==> config.mk <==
export PLATFORM = sky130hd
export DESIGN_NAME = uart_modem_flow
export DESIGN_NICKNAME = d
export VERILOG_FILES = /design/src/uart_ms_pkg.sv /design/src/uart_rx_store.sv /design/src/uart_modem_flow.sv
export SDC_FILE = /design/constraint.sdc
export NUM_CORES = 1
export LEC_CHECK = 0
export ABC_AREA = 1
export ABC_CLOCK_PERIOD_IN_PS = 4600
export BUFFER_PORTS_ARGS = -buffer_cell sky130_fd_sc_hd__buf_2
export CAP_MARGIN = 25
export CORE_MARGIN = 5
export CORE_UTILIZATION = 45
export CTS_CLUSTER_SIZE = 8
export DETAILED_ROUTE_END_ITERATION = 16
export GPL_ROUTABILITY_DRIVEN = 0
export GPL_TIMING_DRIVEN = 0
export PLACE_DENSITY = 0.72
export RECOVER_POWER = 100
export SYNTH_ARGS = -nofsm -noshare
export SYNTH_HDL_FRONTEND = slang
export SYNTH_SLANG_ARGS = --single-unit
==> constraint.sdc <==
create_clock -name core_clk -period 4.6 [get_ports core_clk]
set_input_delay 0.92 -clock core_clk [delete_from_list [all_inputs] [get_ports core_clk]]
set_output_delay 0.92 -clock core_clk [all_outputs]
set_load 0.02 [all_outputs]
==> src/uart_ms_pkg.sv <==
package uart_ms_pkg;
	// register byte addresses on the mcu bus
	localparam logic [15:0] ADDR_MODEM_LINE_STATE = 16'hffa6;
	localparam logic [15:0] ADDR_BAUD_DIVISOR_LOW = 16'hffa7;
	localparam logic [15:0] ADDR_BAUD_DIVISOR_HIGH = 16'hffa8;
	localparam logic [15:0] ADDR_RESUME_CHAR = 16'hffa9;
	localparam logic [15:0] ADDR_PAUSE_CHAR = 16'hffaa;
	localparam logic [15:0] ADDR_UART_IRQ_ENABLE = 16'hffab;
	// reset values
	localparam logic [7:0] DIV_LOW_RST = 8'h08;
	localparam logic [7:0] DIV_HIGH_RST = 8'h00;
	localparam logic [7:0] RESUME_CHAR_RST = 8'h00;
	localparam logic [7:0] PAUSE_CHAR_RST = 8'h00;
	localparam logic [2:0] IRQ_ENABLE_RST = 3'h0;
	// modem_line_state flag positions
	localparam int MSR_CTS_CHG = 0;
	localparam int MSR_DSR_CHG = 1;
	localparam int MSR_RING_TRAIL = 2;
	localparam int MSR_CD_CHG = 3;
	// uart_irq_enable bit positions
	localparam int MASK_MODEM = 0;
	localparam int MASK_STATUS = 1;
	localparam int MASK_DATA = 2;
	// modem_control_reg bit positions
	localparam int MCR_LOOP = 2;
	localparam int MCR_DTR = 4;
	localparam int MCR_RTS = 5;
	localparam int MCR_LRI = 6;
	localparam int MCR_LCD = 7;
	// baud reference: master clock over 6.5, made from core_clk by a fraction
	localparam longint MASTER_CLK_HZ = 96_000_000;
	localparam longint REF_DIV_X2 = 13;
	localparam longint CORE_CLK_HZ = 20_000_000;
	localparam logic [31:0] REF_ACC_MOD = 32'(CORE_CLK_HZ * REF_DIV_X2);
	localparam logic [31:0] REF_ACC_STEP = 32'(MASTER_CLK_HZ * 2);
	localparam logic [3:0] OVERSAMPLE_LAST = 4'hf;
	localparam logic [3:0] HALF_BIT = 4'h7;
	localparam logic [3:0] FRAME_BITS = 4'ha;
	// receive fifo and marks
	localparam int FIFO_AW = 5;
	localparam logic [5:0] FIFO_DEPTH = 6'h20;
	localparam logic [5:0] HALT_MARK = 6'h0c;
	localparam logic [5:0] RESUME_MARK = 6'h04;
	// buffer area sizes
	localparam int BUF_AREA_BYTES = 512;
	localparam int BUF_HALF_BYTES = 64;
	// flow_control_reg fields
	typedef struct packed {
		logic rs485;
		logic dtr_flow;
		logic rts_auto;
		logic sw_rx;
		logic dsr_flow;
		logic cts_auto;
		logic xon_any;
		logic sw_tx;
	} flow_cfg_s;
	// modem lines as active-high levels
	typedef struct packed {
		logic cd;
		logic ri;
		logic dsr;
		logic cts;
	} modem_s;
endpackage

==> src/uart_rx_store.sv <==
`timescale 1ns/10ps
`default_nettype none
// receive byte store with registered read data
module uart_rx_store
	import uart_ms_pkg::*;
(
	// clock
	input wire logic core_clk,
	// write side
	input wire logic wr_en,
	input wire logic [FIFO_AW-1:0] waddr,
	input wire logic [7:0] wdata,
	// read side
	input wire logic [FIFO_AW-1:0] raddr,
	output logic [7:0] rdata_q
);
	logic [7:0] mem [0:(1<<FIFO_AW)-1]; // byte cells

	// write port
	always_ff @(posedge core_clk) begin
		if (wr_en) begin
			mem[waddr] <= wdata;
		end
	end

	// read port, one cycle latency
	always_ff @(posedge core_clk) begin
		rdata_q <= mem[raddr];
	end
endmodule // uart_rx_store
`default_nettype wire

==> src/uart_modem_flow.sv <==
`timescale 1ns/10ps
`default_nettype none
//Contract
// - cts, dsr, cd changes set sticky flags
// - flag clears only on written one
// - ring trailing edge (ri_n rising) sets bit two
// - loopback: bits 4-7 show control bits
// - bits 5,6 read one when pin low
// - 16-bit divisor, resets 08h/00h
// - reference is 96 MHz over 6.5
// - divisor gives sixteen-times oversample tick
// - resume char matched, sent, gated interrupt
// - pause char match halts dma, sent
// - mask gates modem, status, data interrupts
// - 512-byte area, 64-byte x/y halves
// - 32-byte fifo, halt 12, resume 4
// - auto rts follows halt/resume marks
// - software rx flow sends pause/resume
// - auto cts suspends transmit dma
// - pause char stops, resume restarts tx
// - paused: swap only y empty, x full
// - flow controls enabled independently
// - loopback routes tx to rx
module uart_modem_flow
	import uart_ms_pkg::*;
(
	// clock and reset
	input wire logic core_clk,
	input wire logic sys_rst,
	// mcu register port
	input wire logic [15:0] reg_addr,
	input wire logic reg_wr,
	input wire logic reg_rd,
	input wire logic [7:0] reg_wdata,
	output logic [7:0] reg_rdata_q,
	// control registers kept elsewhere
	input wire logic [7:0] modem_control_reg,
	input wire flow_cfg_s flow_control_reg,
	// line pins
	input wire logic sin,
	input wire logic cts_n,
	input wire logic dsr_n,
	input wire logic ri_n,
	input wire logic dcd_n,
	output logic sout,
	output logic rts_n,
	output logic dtr_n,
	// transmit dma
	input wire logic tx_dma_valid,
	input wire logic [7:0] tx_dma_data,
	output logic tx_dma_ready,
	// receive dma
	output logic rx_dma_valid,
	output logic [7:0] rx_dma_data,
	input wire logic rx_dma_ready,
	// x/y double buffer
	input wire logic swap_req,
	input wire logic y_empty,
	input wire logic x_full,
	output logic swap_ok,
	output logic dma_half_q,
	// interrupts
	output logic modem_irq_q,
	output logic status_irq_q,
	output logic data_irq_q
);
	typedef enum {TX_IDLE, TX_BUSY} tx_state_e;
	typedef enum {RX_IDLE, RX_START, RX_DATA, RX_STOP} rx_state_e;

	logic [4:0] s1_q, s2_q, s3_q, st_q; // pin synchronisers, stable level
	modem_s act; // effective modem lines, active high
	modem_s act_prev_q; // last cycle's lines
	logic [3:0] flags_q; // sticky change flags
	logic [7:0] div_low_q, div_high_q, resume_q, pause_q;
	logic [2:0] irq_en_q; // interrupt mask
	logic msr_wr; // write to modem_line_state
	logic [31:0] ref_acc_q; // fractional accumulator
	logic ref_en; // baud reference pulse
	logic [15:0] div_cnt_q; // divisor counter
	logic os_tick; // sixteen-times tick
	logic loop_on; // loopback selected
	logic tx_line_q; // transmitter serial level
	tx_state_e tx_state_q;
	logic [9:0] tx_sh_q; // frame shifter
	logic [3:0] tx_os_q, tx_bits_q;
	logic pend_pause_q, pend_resume_q; // flow chars waiting
	logic tx_take; // dma byte accepted
	rx_state_e rx_state_q;
	logic [3:0] rx_os_q, rx_bits_q;
	logic [7:0] rx_sh_q;
	logic rx_in; // receiver input line
	logic rx_done; // good byte received
	logic [5:0] cnt_q; // fifo fill
	logic [FIFO_AW-1:0] wp_q, rp_q;
	logic stale_q; // read data not yet refreshed
	logic push, pop;
	logic halt_q; // set at halt mark, cleared at resume mark
	logic tx_paused_q; // paused by received pause char
	logic match_resume, match_pause;

	// pin synchronisers: a level counts once stages two and three agree
	assign loop_on = modem_control_reg[MCR_LOOP];
	always_ff @(posedge core_clk) begin
		if (sys_rst) begin
			s1_q <= 5'h1f;
			s2_q <= 5'h1f;
			s3_q <= 5'h1f;
			st_q <= 5'h1f;
		end else begin
			s1_q <= {sin, dcd_n, ri_n, dsr_n, cts_n};
			s2_q <= s1_q;
			s3_q <= s2_q;
			for (int i = 0; i < 5; i++) begin
				if (s2_q[i] == s3_q[i]) begin
					st_q[i] <= s3_q[i];
				end
			end
		end
	end

	// effective lines: pins inverted, or control bits in loopback
	always_comb begin
		if (loop_on) begin
			act.cts = modem_control_reg[MCR_DTR];
			act.dsr = modem_control_reg[MCR_RTS];
			act.ri = modem_control_reg[MCR_LRI];
			act.cd = modem_control_reg[MCR_LCD];
		end else begin
			act.cts = ~st_q[0];
			act.dsr = ~st_q[1];
			act.ri = ~st_q[2];
			act.cd = ~st_q[3];
		end
	end

	// change flags: set beats a clearing write
	assign msr_wr = reg_wr && (reg_addr == ADDR_MODEM_LINE_STATE);
	always_ff @(posedge core_clk) begin
		if (sys_rst) begin
			act_prev_q <= '0;
			flags_q <= 4'h0;
		end else begin
			act_prev_q <= act;
			for (int i = 0; i < 4; i++) begin
				if (msr_wr && reg_wdata[i]) begin
					flags_q[i] <= 1'b0;
				end
			end
			if (act.cts != act_prev_q.cts) begin
				flags_q[MSR_CTS_CHG] <= 1'b1;
			end
			if (act.dsr != act_prev_q.dsr) begin
				flags_q[MSR_DSR_CHG] <= 1'b1;
			end
			if (act_prev_q.ri && !act.ri) begin
				flags_q[MSR_RING_TRAIL] <= 1'b1;
			end
			if (act.cd != act_prev_q.cd) begin
				flags_q[MSR_CD_CHG] <= 1'b1;
			end
		end
	end

	// plain read/write registers
	always_ff @(posedge core_clk) begin
		if (sys_rst) begin
			div_low_q <= DIV_LOW_RST;
			div_high_q <= DIV_HIGH_RST;
			resume_q <= RESUME_CHAR_RST;
			pause_q <= PAUSE_CHAR_RST;
			irq_en_q <= IRQ_ENABLE_RST;
		end else if (reg_wr) begin
			case (reg_addr)
				ADDR_BAUD_DIVISOR_LOW: div_low_q <= reg_wdata;
				ADDR_BAUD_DIVISOR_HIGH: div_high_q <= reg_wdata;
				ADDR_RESUME_CHAR: resume_q <= reg_wdata;
				ADDR_PAUSE_CHAR: pause_q <= reg_wdata;
				ADDR_UART_IRQ_ENABLE: irq_en_q <= reg_wdata[2:0];
				default: ;
			endcase
		end
	end

	// read data, unmapped addresses read zero
	always_ff @(posedge core_clk) begin
		if (sys_rst) begin
			reg_rdata_q <= 8'h00;
		end else if (reg_rd) begin
			case (reg_addr)
				ADDR_MODEM_LINE_STATE: reg_rdata_q <= {act.cd, act.ri, act.dsr, act.cts, flags_q};
				ADDR_BAUD_DIVISOR_LOW: reg_rdata_q <= div_low_q;
				ADDR_BAUD_DIVISOR_HIGH: reg_rdata_q <= div_high_q;
				ADDR_RESUME_CHAR: reg_rdata_q <= resume_q;
				ADDR_PAUSE_CHAR: reg_rdata_q <= pause_q;
				ADDR_UART_IRQ_ENABLE: reg_rdata_q <= {5'h00, irq_en_q};
				default: reg_rdata_q <= 8'h00;
			endcase
		end
	end

	// fractional divider: reference pulses at 96 MHz / 6.5 average
	assign ref_en = (ref_acc_q + REF_ACC_STEP) >= REF_ACC_MOD;
	always_ff @(posedge core_clk) begin
		if (sys_rst) begin
			ref_acc_q <= 32'h0000_0000;
		end else if (ref_en) begin
			ref_acc_q <= ref_acc_q + REF_ACC_STEP - REF_ACC_MOD;
		end else begin
			ref_acc_q <= ref_acc_q + REF_ACC_STEP;
		end
	end

	// divisor counter: one oversample tick per divisor reference pulses
	assign os_tick = ref_en && (div_cnt_q <= 16'h0001);
	always_ff @(posedge core_clk) begin
		if (sys_rst) begin
			div_cnt_q <= 16'h0000;
		end else if (os_tick) begin
			div_cnt_q <= {div_high_q, div_low_q};
		end else if (ref_en) begin
			div_cnt_q <= div_cnt_q - 16'h0001;
		end
	end

	// transmitter: flow chars go before dma data
	assign tx_dma_ready = (tx_state_q == TX_IDLE) && !pend_pause_q && !pend_resume_q
		&& !(flow_control_reg.cts_auto && !act.cts)
		&& !(flow_control_reg.sw_tx && tx_paused_q);
	assign tx_take = tx_dma_ready && tx_dma_valid;
	always_ff @(posedge core_clk) begin
		if (sys_rst) begin
			tx_state_q <= TX_IDLE;
			tx_sh_q <= 10'h3ff;
			tx_os_q <= 4'h0;
			tx_bits_q <= 4'h0;
		end else begin
			case (tx_state_q)
				TX_IDLE: begin
					tx_os_q <= 4'h0;
					tx_bits_q <= 4'h0;
					if (pend_pause_q) begin
						tx_sh_q <= {1'b1, pause_q, 1'b0};
						tx_state_q <= TX_BUSY;
					end else if (pend_resume_q) begin
						tx_sh_q <= {1'b1, resume_q, 1'b0};
						tx_state_q <= TX_BUSY;
					end else if (tx_take) begin
						tx_sh_q <= {1'b1, tx_dma_data, 1'b0};
						tx_state_q <= TX_BUSY;
					end
				end
				TX_BUSY: begin
					if (os_tick) begin
						tx_os_q <= tx_os_q + 4'h1;
						if (tx_os_q == OVERSAMPLE_LAST) begin
							tx_sh_q <= {1'b1, tx_sh_q[9:1]};
							tx_bits_q <= tx_bits_q + 4'h1;
							if (tx_bits_q == FRAME_BITS - 4'h1) begin
								tx_state_q <= TX_IDLE;
							end
						end
					end
				end
				default: tx_state_q <= TX_IDLE;
			endcase
		end
	end

	// serial line: held high when idle, sout held high in loopback
	always_ff @(posedge core_clk) begin
		if (sys_rst) begin
			tx_line_q <= 1'b1;
		end else begin
			tx_line_q <= (tx_state_q == TX_BUSY) ? tx_sh_q[0] : 1'b1;
		end
	end
	assign sout = loop_on ? 1'b1 : tx_line_q;
	assign rx_in = loop_on ? tx_line_q : st_q[4];

	// receiver: 8n1, sampled mid-bit on oversample ticks
	always_ff @(posedge core_clk) begin
		if (sys_rst) begin
			rx_state_q <= RX_IDLE;
			rx_os_q <= 4'h0;
			rx_bits_q <= 4'h0;
			rx_sh_q <= 8'h00;
		end else if (os_tick) begin
			rx_os_q <= rx_os_q + 4'h1;
			case (rx_state_q)
				RX_IDLE: begin
					rx_os_q <= 4'h0;
					if (!rx_in) begin
						rx_state_q <= RX_START;
					end
				end
				RX_START: begin
					if (rx_os_q == HALF_BIT) begin
						rx_os_q <= 4'h0;
						rx_bits_q <= 4'h0;
						rx_state_q <= rx_in ? RX_IDLE : RX_DATA;
					end
				end
				RX_DATA: begin
					if (rx_os_q == OVERSAMPLE_LAST) begin
						rx_sh_q <= {rx_in, rx_sh_q[7:1]};
						rx_bits_q <= rx_bits_q + 4'h1;
						if (rx_bits_q == 4'h7) begin
							rx_state_q <= RX_STOP;
						end
					end
				end
				RX_STOP: begin
					if (rx_os_q == OVERSAMPLE_LAST) begin
						rx_state_q <= RX_IDLE;
					end
				end
				default: rx_state_q <= RX_IDLE;
			endcase
		end
	end
	assign rx_done = os_tick && (rx_state_q == RX_STOP) && (rx_os_q == OVERSAMPLE_LAST) && rx_in;
	assign match_resume = rx_done && (rx_sh_q == resume_q);
	assign match_pause = rx_done && (rx_sh_q == pause_q);

	// receive fifo bookkeeping, bytes beyond full are dropped
	assign push = rx_done && (cnt_q != FIFO_DEPTH);
	assign pop = rx_dma_valid && rx_dma_ready;
	assign rx_dma_valid = (cnt_q != 6'h00) && !stale_q;
	always_ff @(posedge core_clk) begin
		if (sys_rst) begin
			cnt_q <= 6'h00;
			wp_q <= '0;
			rp_q <= '0;
			stale_q <= 1'b0;
		end else begin
			wp_q <= push ? wp_q + 1'b1 : wp_q;
			rp_q <= pop ? rp_q + 1'b1 : rp_q;
			cnt_q <= cnt_q + {5'h00, push} - {5'h00, pop};
			stale_q <= pop || (push && cnt_q == 6'h00);
		end
	end
	uart_rx_store u_store (
		.core_clk(core_clk),
		.wr_en(push),
		.waddr(wp_q),
		.wdata(rx_sh_q),
		.raddr(rp_q),
		.rdata_q(rx_dma_data)
	);

	// halt/resume marks and the flow chars they request
	always_ff @(posedge core_clk) begin
		if (sys_rst) begin
			halt_q <= 1'b0;
			pend_pause_q <= 1'b0;
			pend_resume_q <= 1'b0;
		end else begin
			if (!halt_q && cnt_q >= HALT_MARK) begin
				halt_q <= 1'b1;
				pend_pause_q <= flow_control_reg.sw_rx;
			end else if (halt_q && cnt_q <= RESUME_MARK) begin
				halt_q <= 1'b0;
				pend_resume_q <= flow_control_reg.sw_rx;
			end else if (tx_state_q == TX_IDLE) begin
				if (pend_pause_q) begin
					pend_pause_q <= 1'b0;
				end else begin
					pend_resume_q <= 1'b0;
				end
			end
		end
	end
	assign rts_n = flow_control_reg.rts_auto ? halt_q : !modem_control_reg[MCR_RTS];
	assign dtr_n = !modem_control_reg[MCR_DTR];

	// transmit pause state from received chars
	always_ff @(posedge core_clk) begin
		if (sys_rst) begin
			tx_paused_q <= 1'b0;
		end else if (!flow_control_reg.sw_tx) begin
			tx_paused_q <= 1'b0;
		end else if (match_pause) begin
			tx_paused_q <= 1'b1;
		end else if (match_resume) begin
			tx_paused_q <= 1'b0;
		end
	end

	// x/y half select, swaps held off while paused unless y empty and x full
	assign swap_ok = !tx_paused_q || (y_empty && x_full);
	always_ff @(posedge core_clk) begin
		if (sys_rst) begin
			dma_half_q <= 1'b0;
		end else if (swap_req && swap_ok) begin
			dma_half_q <= !dma_half_q;
		end
	end

	// interrupt lines gated by the mask
	always_ff @(posedge core_clk) begin
		if (sys_rst) begin
			modem_irq_q <= 1'b0;
			status_irq_q <= 1'b0;
			data_irq_q <= 1'b0;
		end else begin
			modem_irq_q <= irq_en_q[MASK_MODEM] && (flags_q != 4'h0);
			status_irq_q <= irq_en_q[MASK_STATUS] && (match_resume || match_pause);
			data_irq_q <= irq_en_q[MASK_DATA] && (rx_dma_valid || tx_state_q == TX_IDLE);
		end
	end
endmodule // uart_modem_flow
`default_nettype wire

# Word-level counts from Yosys, hierarchy flattened
# Memory sizes are Yosys's and may differ from the RTL's. A register that Yosys moved wholly into a read port is not among the register bits.
# Cells that the tools add are included.
totals:
  inputBits: 62
  reg_bits: 243
  n_memories: 1
  word_cells: 244
  ram_bits: 256
memory_table:
  columns: ["memory", "words", "word_bits", "rd", "rd_clocked_by_memory_dff", "write_ports", "line", "source"]
  rows:
  - ["u_store.mem", 32, 8, 1, 1, 1, "uart_rx_store.sv:17", "logic [7:0] mem [0:(1<<FIFO_AW)-1];"]
op_classes:
  addsub: 11
  bitwise: 7
  eq_ne: 39
  muxes: 58
  reduce_logical: 79
  n_lt_le_gt_ge: 4
ops:
  columns: ["op", "n"]
  rows:
  - ["32-bit 2-to-1 mux", 12]
  - ["32-bit case mux with 4 select lines", 1]
  - ["16-bit equality test (second input constant)", 6]
  - ["32-bit by 2-bit equality test with 1-bit output (second input constant)", 3]
  - ["32-bit zero test", 3]
  - ["32-bit by 1-bit equality test with 1-bit output (second input constant)", 2]
  - ["32-bit case mux with 2 select lines", 1]
  - ["10-bit 2-to-1 mux", 5]
  - ["8-bit case mux with 6 select lines", 1]
  - ["32-bit by 28-bit adder with 32-bit output (second input constant)", 1]
  - ["32-bit by 3-bit equality test with 1-bit output (second input constant)", 1]
  - ["32-bit by 28-bit >= comparator with 1-bit output (second input constant)", 1]
  - ["16-bit 2-to-1 mux", 2]
  - ["4-bit case mux with 2 select lines", 4]
  - ["32-bit by 28-bit subtractor with 32-bit output (second input constant)", 1]
  - ["1-bit logical AND", 30]
  - ["4-bit 2-to-1 mux", 7]
  - ["1-bit 2-to-1 mux", 23]
  - ["2-bit nonzero test", 11]
  - ["10-bit case mux with 2 select lines", 1]
  - ["2-bit inequality test (second input constant)", 9]
  - ["4-bit by 1-bit adder with 4-bit output (second input constant)", 4]
  - ["8-bit equality test", 2]
  - ["16-bit by 1-bit less-or-equal comparator with 1-bit output (second input constant)", 1]
  - ["25 further kinds", 66]

# Depth between registers and ports, before layout
# Gate-level depths: netlist (run 1).
logic_depth:
  ltp_word: 12
  depth_mapped: 30

# By module
# From an unflattened synthesis (run 1), not the netlist that was laid out.
hier_totals:
  cells_unflattened: 2192
  area_unflattened_um2: 19757.7
by_module_without_submodules:
  columns: ["module", "cells_each", "area_each_um2", "n_inst"]
  rows:
  - ["uart_rx_store", 922, 10786.6, 1]
  - ["uart_modem_flow", 1270, 8971.1, 1]

# Worst setup path after synthesis (run 1)
# No wires, ideal clock.
synth_path:
  path_kind: "register to register"
  startpoint: "reg ref_acc_q[12]"
  endpoint: "reg cnt_q[4]"
  path_stages_with_launch: 28
  setup_slack_ps: 1192
  setup_ps: 119
  n_path_buf: 0
  synth_period_minus_slack_ps: 3408
  required_time_ps: 4481
  t_arrival_ps: 3289
  path_cell_list: "dfxtp_1 > inv_1 > ha_1 > inv_1 > nand2_1 > nand2_2 > nand3_2 > nand2_2 > nand3_1 > nand2_2 > nand2_1 > nor2_4 > nand2_1 > nand2_2 > nor2_8 > nor2_8 > nand3_4 > ha_1 > inv_1 > ha_1 > inv_1 > fa_1 > nor2_1 > nor2_1 > nor2_1 > nor2_1 > o21ai_0 > a21oi_1"
synth_via:
  elab_chain_len: 9
synth_lines:
  columns: ["item", "line", "source"]
  rows:
  - ["from (decl)", "uart_modem_flow.sv:77", "logic [31:0] ref_acc_q;"]
  - ["from (signal assigned)", "uart_modem_flow.sv:207", "ref_acc_q <= ref_acc_q + REF_ACC_STEP - REF_ACC_MOD;"]
  - ["from (signal assigned)", "uart_modem_flow.sv:209", "ref_acc_q <= ref_acc_q + REF_ACC_STEP;"]
  - ["32-bit by 28-bit adder with 32-bit output", "uart_modem_flow.sv:202", "assign ref_en = (ref_acc_q + REF_ACC_STEP) >= REF_ACC_MOD;"]
  - ["32-bit by 28-bit >= comparator with 1-bit output", "uart_modem_flow.sv:202", null]
  - ["1-bit logical AND", "uart_modem_flow.sv:214", "assign os_tick = ref_en && (div_cnt_q <= 16'h0001);"]
  - ["1-bit logical AND (3 in series)", "uart_modem_flow.sv:321", "assign rx_done = os_tick && (rx_state_q == RX_STOP) && (rx_os_q == OVERSAMPLE_LAST) && rx_in;"]
  - ["1-bit logical AND", "uart_modem_flow.sv:326", "assign push = rx_done && (cnt_q != FIFO_DEPTH);"]
  - ["6-bit by 1-bit adder with 6-bit output", "uart_modem_flow.sv:338", "cnt_q <= cnt_q + {5'h00, push} - {5'h00, pop};"]
  - ["6-bit by 1-bit subtractor with 6-bit output", "uart_modem_flow.sv:338", null]
  - ["to (signal assigned)", "uart_modem_flow.sv:338", null]
  - ["to (decl)", "uart_modem_flow.sv:93", "logic [5:0] cnt_q;"]
# No other way between the ends.
# A chain may end at the register's enable or synchronous reset.

# Worst setup path after layout (run 1)
layout_path:
  startpoint: "reg ref_acc_q[12]"
  endpoint: "mem u_store.mem[4][7] (enable)"
layout_via:
  elab_chain_len: 9
layout_lines:
  columns: ["item", "line", "source"]
  rows:
  - ["32-bit by 28-bit adder with 32-bit output", "uart_modem_flow.sv:202", null]
  - ["32-bit by 28-bit >= comparator with 1-bit output", "uart_modem_flow.sv:202", null]
  - ["1-bit logical AND", "uart_modem_flow.sv:214", null]
  - ["1-bit logical AND (3 in series)", "uart_modem_flow.sv:321", null]
  - ["1-bit logical AND", "uart_modem_flow.sv:326", null]
  - ["1-bit 2-to-1 mux", "uart_rx_store.sv:21", "if (wr_en) begin"]
  - ["1-bit 2-to-1 mux (implied by the code)", "uart_rx_store.sv:22", "mem[waddr] <= wdata;"]
  - ["to (decl)", "uart_rx_store.sv:17", null]
# No other way between the ends.

==> run_results.csv, run 1 <==
group,metric,value,unit
power,vdd_drop_max,0.000327,V
power,combPwrFrac,0.283,
synth,syn_avg_cell_area,9.43,um2
sta,clock.fmax,242,MHz
synth,yosysTopAreaCellShare,0.399,
critical_path,required,4.84,ns
cts,cts_tree,"done",
power,p_sw,0.00420,W
critical_path,crit_fanout,8,
die,io_pins,88,
synth,yosys.area.top_type,"edfxtp_1",
die,die_area,0.0470,mm2
grt,overflow,0,
sta,min_period_over_period,0.898,
final_layout,num_antenna_cells,0,
drt,drt-pass1-iter-count,7,
drt,wl,54.3,mm
die,die_y,217,um
sta,rsz0062_at_grt,"no",
critical_path,arrival,4.37,ns
status,failed_checks,"max-capacitance violations, max-slew violations",
drt,via_count,15898,
final_layout,layoutNonFillerInstCount,2761,
power,power_density,548,mW/mm2
die,core,0.0421,mm2
cts,cts_sinks,437,
synth,ys.flop_type,"edfxtp_1",
final_layout,area_growth,13.7,%
drt,routedWlPerCell,19.7,um
synth,synth-edff-count,256,
final_layout,fin_nets,2276,
sta,drv_slew,37,
hold_path,hold_path_startpoint,"s1_q[3]$_SDFF_PP1_",
power,clkPwrFrac,0.335,
synth,yosysWarningCount,0,
sta,skew,0.0279,ns
synth,synthTopCellsByArea,"edfxtp_1, dfxtp_1, o21ai_0, nor2_1, nand2_1",
synth,synth_nets,2130,
final_layout,num-fill-cells,3772,
final_layout,drive_above_1_share,0.0725,
hold_path,hold_depth,1,
drt,drtAntennaViolNets,0,
drt,vias_per_cell,5.76,
cts,ctsResizeCount,0,
sta,finalHoldViolCount,0,
status,status,"finished with violations",
sta,tightest_slew,1.60,ns
cts,insertion_delay,0.62,ns
power,seq_power_share,0.382,
synth,seq_area_frac_synth,0.588,
sta,min_period,4.13,ns
synth,netlist_instances,2041,
critical_path,ff2ff_path_depth,21,
hold_path,hold_class,"reg2reg",
die,row_count,75,
sta,relSlewSlack,-0.0688,
cts,hold_buffers,0,
cts,post_cts_buffers,0,
die,die_w,217,um
grt,grt_pass1_wl,84.5,mm
flow_run,maxCapViolations,1,
critical_path,reg2reg_to,"u_store.mem[4][7]$_DFFE_PP_",
power,p_int,0.00780,W
sta,tns,0,ns
synth,synthArstFlopShare,0,
cts,numCtsBuffers,60,
die,start_util,0.457,
critical_path,start_kind,"flip-flop",
drt,drt-initial-drc-count,1423,
critical_path,crit_path_end_kind,"flip-flop",
sta,setup_violations,0,
grt,grt_pass1_vias,15597,
power,sw_frac_of_total,0.350,
grt,grt_max_degree,37,
placement,dp_hpwl,37.5,mm
grt,antenna_found_initial,0,
cts,root_buffer,"clkbuf_16",
critical_path,path_class,"reg2reg",
synth,synth.most_common_cell,"nor2_1",
cts,cts-htree-levels,2,
placement,numPortBuffers,77,
critical_path,r2r_slack,0.47,ns
hold_path,hold_path_end,"s2_q[3]$_SDFF_PP1_",
synth,synth_common_cells,"nor2_1, nand2_1, edfxtp_1",
drt,drcViolationCount,0,
critical_path,r2r-start,"ref_acc_q[12]$_SDFF_PP0_",
synth,ys_ff_latch,437,
cts,clockBufferDepth,3,
synth,syn_area,0.0192,mm2
placement,dp_cells,2664,
sta,layout_setup_ws,0.469,ns
grt,grt_usage,0.225,
placement,pre_cts_ws,0.364,ns
synth,synth_cell_types,54,
power,leakagePower,7.98,nW
cts,clk_pin_slew_worst_paths,0.05,ns
==> power by group through the flow <==
stage / logic [W] / registers, W / clock network, W
2_1_floorplan: 0.00241 / 0.00464 / 0
3_3_place_gp: 0.00330 / 0.00463 / 0
3_5_place_dp: 0.00337 / 0.00465 / 0
4_1_cts: 0.00341 / 0.00457 / 0.00406
5_1_grt: 0.00378 / 0.00461 / 0.00426
6_report: 0.00339 / 0.00458 / 0.00402
==> sequential cells by signal, indices dropped and copies added, names as in the netlist, 5 cells and up <==
signal / flops
div_high_q: 8
div_low_q: 8
reg_rdata_q: 8
s3_q: 5
wp_q: 5
ref_acc_q: 24
u_store.rdata_q: 8
tx_sh_q: 9
cnt_q: 6
resume_q: 8
rx_sh_q: 8
pause_q: 8
s1_q: 5
div_cnt_q: 16
s2_q: 5
rp_q: 5
u_store.mem: 256
st_q: 5
==> metrics by stage <==
stage,cell area [um2],hold slack [ns],util,power (W)
final,21900,0.408,0.520,0.0120
after global routing,21900,0.425,0.520,0.0126
after CTS,22200,0.411,0.526,0.0120
after detailed placement,20500,0.398,0.486,0.00802
after global placement,20300,0.393,0.482,0.00793
after floorplan,19200,0.389,-,0.00705
==> cells by family (layout without fill, tap and decap cells) <==
group           Yosys count  count (layout)  synth area share
simple gates            755             755             0.171
fa+ha+maj                27              27            0.0179
xor+xnor                 25              25            0.0118
buf+inv                 274             455            0.0548
flops                   437             437             0.588
compound gates          523             523             0.157
==> worst max-delay path: stages, from the launching register on <==
cell,delay [ns]
dfxtp_1,0.39
inv_1,0.09
ha_1,0.21
inv_1,0.06
nand2_1,0.09
nand2_1,0.18
nand2_1,0.07
nand2_1,0.06
nand2_1,0.09
nor2_1,0.14
nand2_2,0.09
nor2_4,0.10
nand2_1,0.06
nand2_1,0.14
nand2_1,0.10
nand2_1,0.16
nor2_8,0.08
nor2_8,0.13
nand3_4,0.11
inv_1,0.17
nand2_1,0.30
nor2_1,0.91
==> cell type report <==
type	count	area, um2	area share
Buffer	91	342	0.0156
Clock buffer	94	1630	0.0744
Clock inverter	3	68.8	0.00314
Inverter	183	687	0.0314
Timing Repair Buffer	84	379	0.0173
Multi-Input combinational cell	1330	6800	0.311
Sequential cell	437	11300	0.517
Tap cell	539	674	0.0308
==> placed cells by master, fill, tap and decap left out, types with 3 or more instances in the layout <==
cell       netlist  final
nor2_1         288    290
nand2_1        268    279
o21ai_0        252    256
edfxtp_1       256    256
dfxtp_1        181    181
inv_1          171    174
clkbuf_1        81    157
a21oi_1        115    115
nand3_1         75     75
clkbuf_16        0     60
buf_2            6     51
o22ai_1         44     44
nor3_1          37     37
o221ai_1        35     35
a211oi_1        29     31
ha_1            26     26
nand4_1         21     21
xor2_1          18     18
or2_2           18     18
a31oi_1         13     13
o211ai_1         8      8
inv_2           10      7
nand2_2         16      7
xnor2_1          6      6
nor4_1           6      6
o21a_1           6      6
nor2_2           3      3
nor2_4           5      3
nand3_2          3      3
a32o_1           3      3
o31ai_1          3      3
nor3b_1          2      3
==> metal layers <==
metal  routed length [um]  up-vias  track usage
li1                     -     7396            -
met1                21500     7508        0.286
met2                25700      832        0.380
met3                 5100      162       0.0486
met4                 2040        0       0.0881
met5                    0        -            0
==> worst max-delay path by stage <==
| stage | cells after the start | endpoint | startpoint |
|---|---|---|---|
| finish | 21 | u_store.mem[4][7]$_DFFE_PP_ | ref_acc_q[12]$_SDFF_PP0_ |
| global route | 21 | u_store.mem[6][2]$_DFFE_PP_ | ref_acc_q[12]$_SDFF_PP0_ |
| CTS | 28 | cnt_q[4]$_SDFF_PP0_ | ref_acc_q[12]$_SDFF_PP0_ |
| detailed placement | 15 | cnt_q[4]$_SDFF_PP0_ | modem_control_reg[2] |
| global placement | 15 | cnt_q[4]$_SDFF_PP0_ | modem_control_reg[2] |
| floorplan | 27 | cnt_q[4]$_SDFF_PP0_ | ref_acc_q[12]$_SDFF_PP0_ |
Power figures use the tool's default switching activity.
==> inputs of run 2 (changes only) <==
--- a/config.mk
+++ b/config.mk
@@ -5,7 +5,6 @@
 export SDC_FILE = /design/constraint.sdc
 export NUM_CORES = 1
 export LEC_CHECK = 0
-export ABC_AREA = 1
 export ABC_CLOCK_PERIOD_IN_PS = 4600
 export BUFFER_PORTS_ARGS = -buffer_cell sky130_fd_sc_hd__buf_2
 export CAP_MARGIN = 25
==> run 2 against run 1 <==
Clock skew is 0.014 ns higher. Combinational power up 2%. Via count shrank 17%. Sequential power fell by 0.9%. The flow now finishes without violations. Count of clock-buffer cells in the layout is 2 lower. Highest routed layer unchanged. Cell count shrank 18%. Area after synthesis down 1.0%. Critical path type unchanged. Die area shrank 0.98%. Largest cell class unchanged. Flip-flop and latch count unchanged.
==> run_results.csv, run 2 <==
group,metric,value,unit
status,status,"completed",
final_layout,largest_reg_flops,256,
power,total_power,0.0120,W
critical_path,arrival,4.44,ns
hold_path,hold_class,"reg2reg",
critical_path,crit_path_end_kind,"flip-flop",
sta,layout_setup_ws,0.385,ns
synth,synth.most_common_cell,"edfxtp_1",
placement,dp_cells,2169,
synth,synthTopCellsByArea,"edfxtp_1, dfxtp_1, mux4_2, nor2_1, a21oi_1",
critical_path,r2r-start,"ref_acc_q[12]$_SDFF_PP0_",
synth,ys.flop_type,"edfxtp_1",
grt,grt_max_degree,29,
die,io_pins,88,
cts,cts_tree,"done",
grt,grt_usage,0.205,
sta,clock.fmax,237,MHz
synth,synth_common_cells,"edfxtp_1, dfxtp_1, nor2_1",
drt,via_count,13258,
sta,relSlewSlack,0.141,
final_layout,fin_nets,1785,
synth,yosysTopAreaCellShare,0.403,
critical_path,r2r_slack,0.39,ns
sta,min_period_over_period,0.916,
placement,placed_area,0.0203,mm2
critical_path,crit_fanout,17,
critical_path,required,4.83,ns
cts,insertion_delay,0.62,ns
drt,vias_per_cell,5.85,
drt,drt-pass1-iter-count,6,
grt,antenna_found_initial,0,
final_layout,final_common_cell,"edfxtp_1",
final_layout,largest_register,"u_store.mem",
hold_path,hold_path_startpoint,"s1_q[3]$_SDFF_PP1_",
sta,setup_violations,0,
sta,tightest_slew,1.29,ns
drt,wl,48.6,mm
die,die_y,216,um
die,row_count,75,
sta,drv_slew,0,
sta,skew,0.0422,ns
critical_path,path_class,"reg2reg",
synth,synth_nets,1633,
final_layout,final_cell_area,0.0219,mm2
die,core,0.0419,mm2
hold_path,hold_depth,1,
placement,dp_hpwl,33.1,mm
final_layout,num_antenna_cells,0,
grt,grt_pass1_vias,13174,
synth,ys_ff_latch,437,
synth,syn_avg_cell_area,12.3,um2
power,vdd_drop_max,0.000384,V
die,die_area,0.0466,mm2
synth,yosys.area.top_type,"edfxtp_1",
final_layout,final_cell_mix,"edfxtp_1, dfxtp_1, nor2_1, clkbuf_1, nand2_1",
grt,grt_pass1_wl,76.0,mm
placement,pre_cts_ws,-0.263,ns
cts,hold_buffers,0,
die,start_util,0.454,
grt,overflow,0,
sta,min_period,4.21,ns
final_layout,reg_top3,"u_store.mem x256, ref_acc_q x24, div_cnt_q x16",
synth,yosysWarningCount,0,
drt,routedWlPerCell,21.4,um
synth,synth-edff-count,256,
cts,root_buffer,"clkbuf_16",
drt,drt-initial-drc-count,1359,
sta,rsz0062_at_grt,"no",
die,die_w,216,um
final_layout,drive_above_1_share,0.146,
power,power_density,550,mW/mm2
cts,numCtsBuffers,60,
cts,cts_sinks,437,
critical_path,start_kind,"flip-flop",
synth,syn_area,0.0191,mm2
final_layout,layoutNonFillerInstCount,2268,
final_layout,area_growth,14.8,%
hold_path,hold_path_end,"s2_q[3]$_SDFF_PP1_",
placement,numPortBuffers,77,
drt,drtAntennaViolNets,0,
drt,drcViolationCount,0,
cts,clk_pin_slew_worst_paths,0.05,ns
synth,synth_cell_types,71,
flow_run,maxCapViolations,0,
power,leakagePower,7.35,nW
synth,seq_area_frac_synth,0.594,
critical_path,reg2reg_to,"u_store.mem[22][3]$_DFFE_PP_",
sta,finalHoldViolCount,0,
final_layout,final_util,0.521,
synth,synthArstFlopShare,0,
synth,netlist_instances,1544,
final_layout,num-fill-cells,3524,
cts,clockBufferDepth,3,
cts,cts-htree-levels,2,
critical_path,ff2ff_path_depth,13,
-- run 2: cell types whose count changed after synthesis, moves of 14 or more --
cell,change
o22ai_1,-41
nor2_1,-112
mux2i_1,+34
or3_1,+15
inv_1,-137
o221ai_1,-34
mux4_2,+80
nand2_2,-16
xnor2_1,+28
o21ai_0,-213
xor2_1,+15
nand3_1,-50
nand2_1,-142
mux2_2,+14
-- run 2: metal layers --
metal	up-vias	GRT usage	part of all wire	wire length [um]
met5	-	0	0	0
met4	0	0.0604	0.028	1360
met3	113	0.0336	0.075	3650
met2	536	0.344	0.49	23800
met1	6578	0.277	0.41	19800
li1	6031	-	-	-
-- run 2: timing repair --
item,4_1_cts,5_1_grt
setup endpoints to repair,194,197
setup buffers,3,2
pin swaps,2,2
resized for setup,3,12
-- run 2: through the flow --
step	setup TNS (ns)	hold slack, ns
2_1_floorplan	0	0.389
3_3_place_gp	-1.59	0.392
3_5_place_dp	-16.25	0.399
4_1_cts	0	0.410
5_1_grt	0	0.423
6_report	0	0.404
-- run 2: critical path, stage by stage (launching register included) --
cell	delay, ns
dfxtp_2	0.40
inv_1	0.06
ha_1	0.26
and2b_1	0.30
xnor2_1	0.10
o22ai_2	0.24
o2111ai_2	0.20
o31a_1	0.35
o21a_1	0.17
buf_4	0.21
nor3_4	0.29
clkbuf_1	0.16
nand2_1	0.32
nor2_1	0.79
-- run 2: where the power goes --
group	total (W)	internal, W	switching [W]	leakage, nW
clock	0.00402	0.00241	0.00161	0.813
combinational	0.00346	0.00140	0.00206	2.69
sequential	0.00454	0.00434	0.000201	3.85
total	0.0120	0.00815	0.00387	7.35
-- run 2: area by class of cell --
class                      instances  area (um2)  share of cell area
buffer                            91         355              0.0162
clock buffer                      92        1630              0.0746
clock inverter                     3        76.3             0.00349
inverter                          34         128             0.00584
multi-input combinational        981        7280               0.333
sequential                       437       11300               0.517
tap                              539         674              0.0308
timing repair buffer              91         417              0.0191
-- run 2: kinds of logic (layout without fill, tap and decap cells) --
logic type	count (synthesis)	after routing	share of synthesized area
AND/OR/NAND/NOR	503	503	0.126
flip-flops	437	437	0.594
AO/OA/AOI/OAI	256	256	0.0847
multiplexers	128	128	0.121
buffers and inverters	126	311	0.0260
XOR/XNOR	67	67	0.0308
adder cells (fa/ha/maj)	27	27	0.0181
-- run 2: worst max-delay path by stage --
| stage | startpoint | end | slack, ns |
|---|---|---|---|
| floorplan | ref_acc_q[12]$_SDFF_PP0_ | cnt_q[4]$_SDFF_PP0_ | 0.53 |
| global placement | ref_acc_q[12]$_SDFF_PP0_ | cnt_q[5]$_SDFF_PP0_ | -0.18 |
| detailed placement | ref_acc_q[12]$_SDFF_PP0_ | cnt_q[5]$_SDFF_PP0_ | -0.26 |
| CTS | ref_acc_q[12]$_SDFF_PP0_ | cnt_q[4]$_SDFF_PP0_ | 0.01 |
| global route | ref_acc_q[12]$_SDFF_PP0_ | cnt_q[5]$_SDFF_PP0_ | 0.02 |
| finish | ref_acc_q[12]$_SDFF_PP0_ | u_store.mem[22][3]$_DFFE_PP_ | 0.39 |
==> inputs of run 3 (changes only) <==
--- a/config.mk
+++ b/config.mk
@@ -8,6 +8,7 @@
 export ABC_CLOCK_PERIOD_IN_PS = 4600
 export BUFFER_PORTS_ARGS = -buffer_cell sky130_fd_sc_hd__buf_2
 export CAP_MARGIN = 25
+export CORE_ASPECT_RATIO = 0.6
 export CORE_MARGIN = 5
 export CORE_UTILIZATION = 45
 export CTS_CLUSTER_SIZE = 8
==> run 3 against run 2 <==
Worst setup slack lost 0.31 ns. Cell count is 1.8% higher. Clock skew decreased by 0.017 ns. Wire length rose by 8.5%. Critical endpoint is now u_store.mem[1][7]$_DFFE_PP_. Largest power group unchanged.
==> run_results.csv, run 3 (synthesized netlist as in run 2, its figures left out) <==
group,metric,value,unit
final_layout,reg_top3,"u_store.mem x256, ref_acc_q x24, div_cnt_q x16",
critical_path,start_kind,"flip-flop",
sta,finalHoldViolCount,0,
drt,drt-initial-drc-count,1607,
critical_path,crit_path_frequent_cell,"buf_4",
sta,relSlewSlack,0.0151,
drt,drt-pass1-iter-count,7,
die,die_y,169,um
status,status,"completed",
final_layout,largest_reg_flops,256,
grt,antenna_found_initial,4,
critical_path,arrival,4.72,ns
placement,numPortBuffers,77,
drt,drcViolationCount,0,
cts,cts-htree-levels,2,
drt,routedWlPerCell,22.8,um
power,total_power,0.0123,W
critical_path,max_stage_delay,0.83,ns
die,die_w,276,um
sta,min_period_over_period,0.983,
sta,tightest_slew,1.48,ns
critical_path,crit_path_end_kind,"flip-flop",
die,die_area,0.0467,mm2
final_layout,fin_nets,1787,
cts,root_buffer,"clkbuf_16",
sta,drv_slew,0,
final_layout,final_cell_mix,"edfxtp_1, dfxtp_1, nor2_1, clkbuf_1, nand2_1",
die,io_pins,88,
sta,min_period,4.52,ns
die,start_util,0.455,
power,vdd_drop_max,0.000317,V
flow_run,maxCapViolations,0,
cts,cts_tree,"done",
cts,numCtsBuffers,60,
final_layout,final_cell_area,0.0220,mm2
final_layout,num-fill-cells,3496,
critical_path,slowest_stage,"nor2_1",
grt,grt_pass1_wl,78.5,mm
placement,placed_area,0.0203,mm2
sta,worst_hold_slack,0.398,ns
final_layout,final_common_cell,"edfxtp_1",
final_layout,drive_above_1_share,0.155,
hold_path,hold_class,"reg2reg",
grt,grt_max_degree,37,
sta,clock.fmax,221,MHz
critical_path,crit_fanout,17,
drt,vias_per_cell,5.92,
power,power_density,558,mW/mm2
sta,setup_violations,0,
placement,pre_cts_ws,-0.291,ns
drt,via_count,13673,
die,row_count,58,
cts,cts_sinks,437,
final_layout,area_growth,15.3,%
die,core,0.0419,mm2
placement,dp_hpwl,36.7,mm
critical_path,crit_family,"simple AND/OR/NAND/NOR gates",
grt,overflow,0,
drt,drtAntennaViolNets,0,
sta,skew,0.0256,ns
grt,grt_usage,0.221,
critical_path,required,4.80,ns
drt,wl,52.7,mm
critical_path,worstPathCellList,"inv_1 > ha_1 > nand2b_2 > nand3_1 > a211oi_1 > o2111ai_2 > o31a_1 > o21a_1 > clkbuf_4 > nor3_4 > buf_4 > buf_4 > nand2_1 > nor2_1",
cts,hold_buffers,0,
critical_path,path_class,"reg2reg",
cts,insertion_delay,0.60,ns
cts,clockBufferDepth,3,
final_layout,largest_register,"u_store.mem",
critical_path,crit_buf_inv,4,
power,leakagePower,7.40,nW
grt,grt_pass1_vias,13024,
cts,clk_pin_slew_worst_paths,0.06,ns
sta,layout_setup_ws,0.0794,ns
## run 3: cell count changes in the layout (fill, tap and decap cells not counted), sizes merged
cell,delta
buf,+12
clkbuf,-5
clkinv,-1
diode,+1
inv,+2
## run 3: path summary, 6_finish.rpt
kind	start	to	slack [ns]	cells after the start
max	ref_acc_q[12]$_SDFF_PP0_	u_store.mem[1][7]$_DFFE_PP_	0.08	14
min	s1_q[0]$_SDFF_PP1_	s2_q[0]$_SDFF_PP1_	0.40	1
max reg2reg	ref_acc_q[12]$_SDFF_PP0_	u_store.mem[1][7]$_DFFE_PP_	0.08	14
min reg2reg	s1_q[0]$_SDFF_PP1_	s2_q[0]$_SDFF_PP1_	0.40	1
## run 3: layout make-up
type	count	area, um2	share of cell area
Antenna cell	1	2.50	0.000114
Clock inverter	4	50.0	0.00228
Tap cell	570	713	0.0325
Clock buffer	97	1640	0.0747
Sequential cell	437	11300	0.515
Multi-Input combinational cell	981	7300	0.332
Inverter	34	128	0.00581
Timing Repair Buffer	93	462	0.0210
Buffer	91	365	0.0166
## run 3: worst register-to-register path, cell delays in order, from the launching register on
cell,delay (ns)
dfxtp_2,0.35
inv_1,0.07
ha_1,0.27
nand2b_2,0.25
nand3_1,0.13
a211oi_1,0.38
o2111ai_2,0.19
o31a_1,0.38
o21a_1,0.19
clkbuf_4,0.26
nor3_4,0.29
buf_4,0.17
buf_4,0.09
nand2_1,0.29
nor2_1,0.83
## run 3: repair_timing
item	CTS	global route
gates cloned	0	0
pin swaps	2	2
buffers inserted	4	2
gates resized for setup	3	11
endpoints found under the setup margin	127	230
## run 3: layer usage
| layer | global-route usage | share of wire | wire [um] |
|---|---|---|---|
| met2 | 0.319 | 0.43 | 22600 |
| met3 | 0.0749 | 0.13 | 6670 |
| met4 | 0.0462 | 0.018 | 965 |
| met5 | 0 | 0 | 0 |
| met1 | 0.327 | 0.43 | 22500 |
## run 3: stage by stage
stage               std cells  utilization  TNS (ns)
CTS                      2303        0.527         0
detailed placement       2199        0.486     -3.04
global route             2308        0.525     -9.36
floorplan                1544            -         0
finish                   2308        0.525         0
global placement         2191        0.481    -0.418
## run 3: power by group
group          internal [W]  switching (W)
Clock               0.00240        0.00162
Combinational       0.00145        0.00225
Sequential          0.00434       0.000205
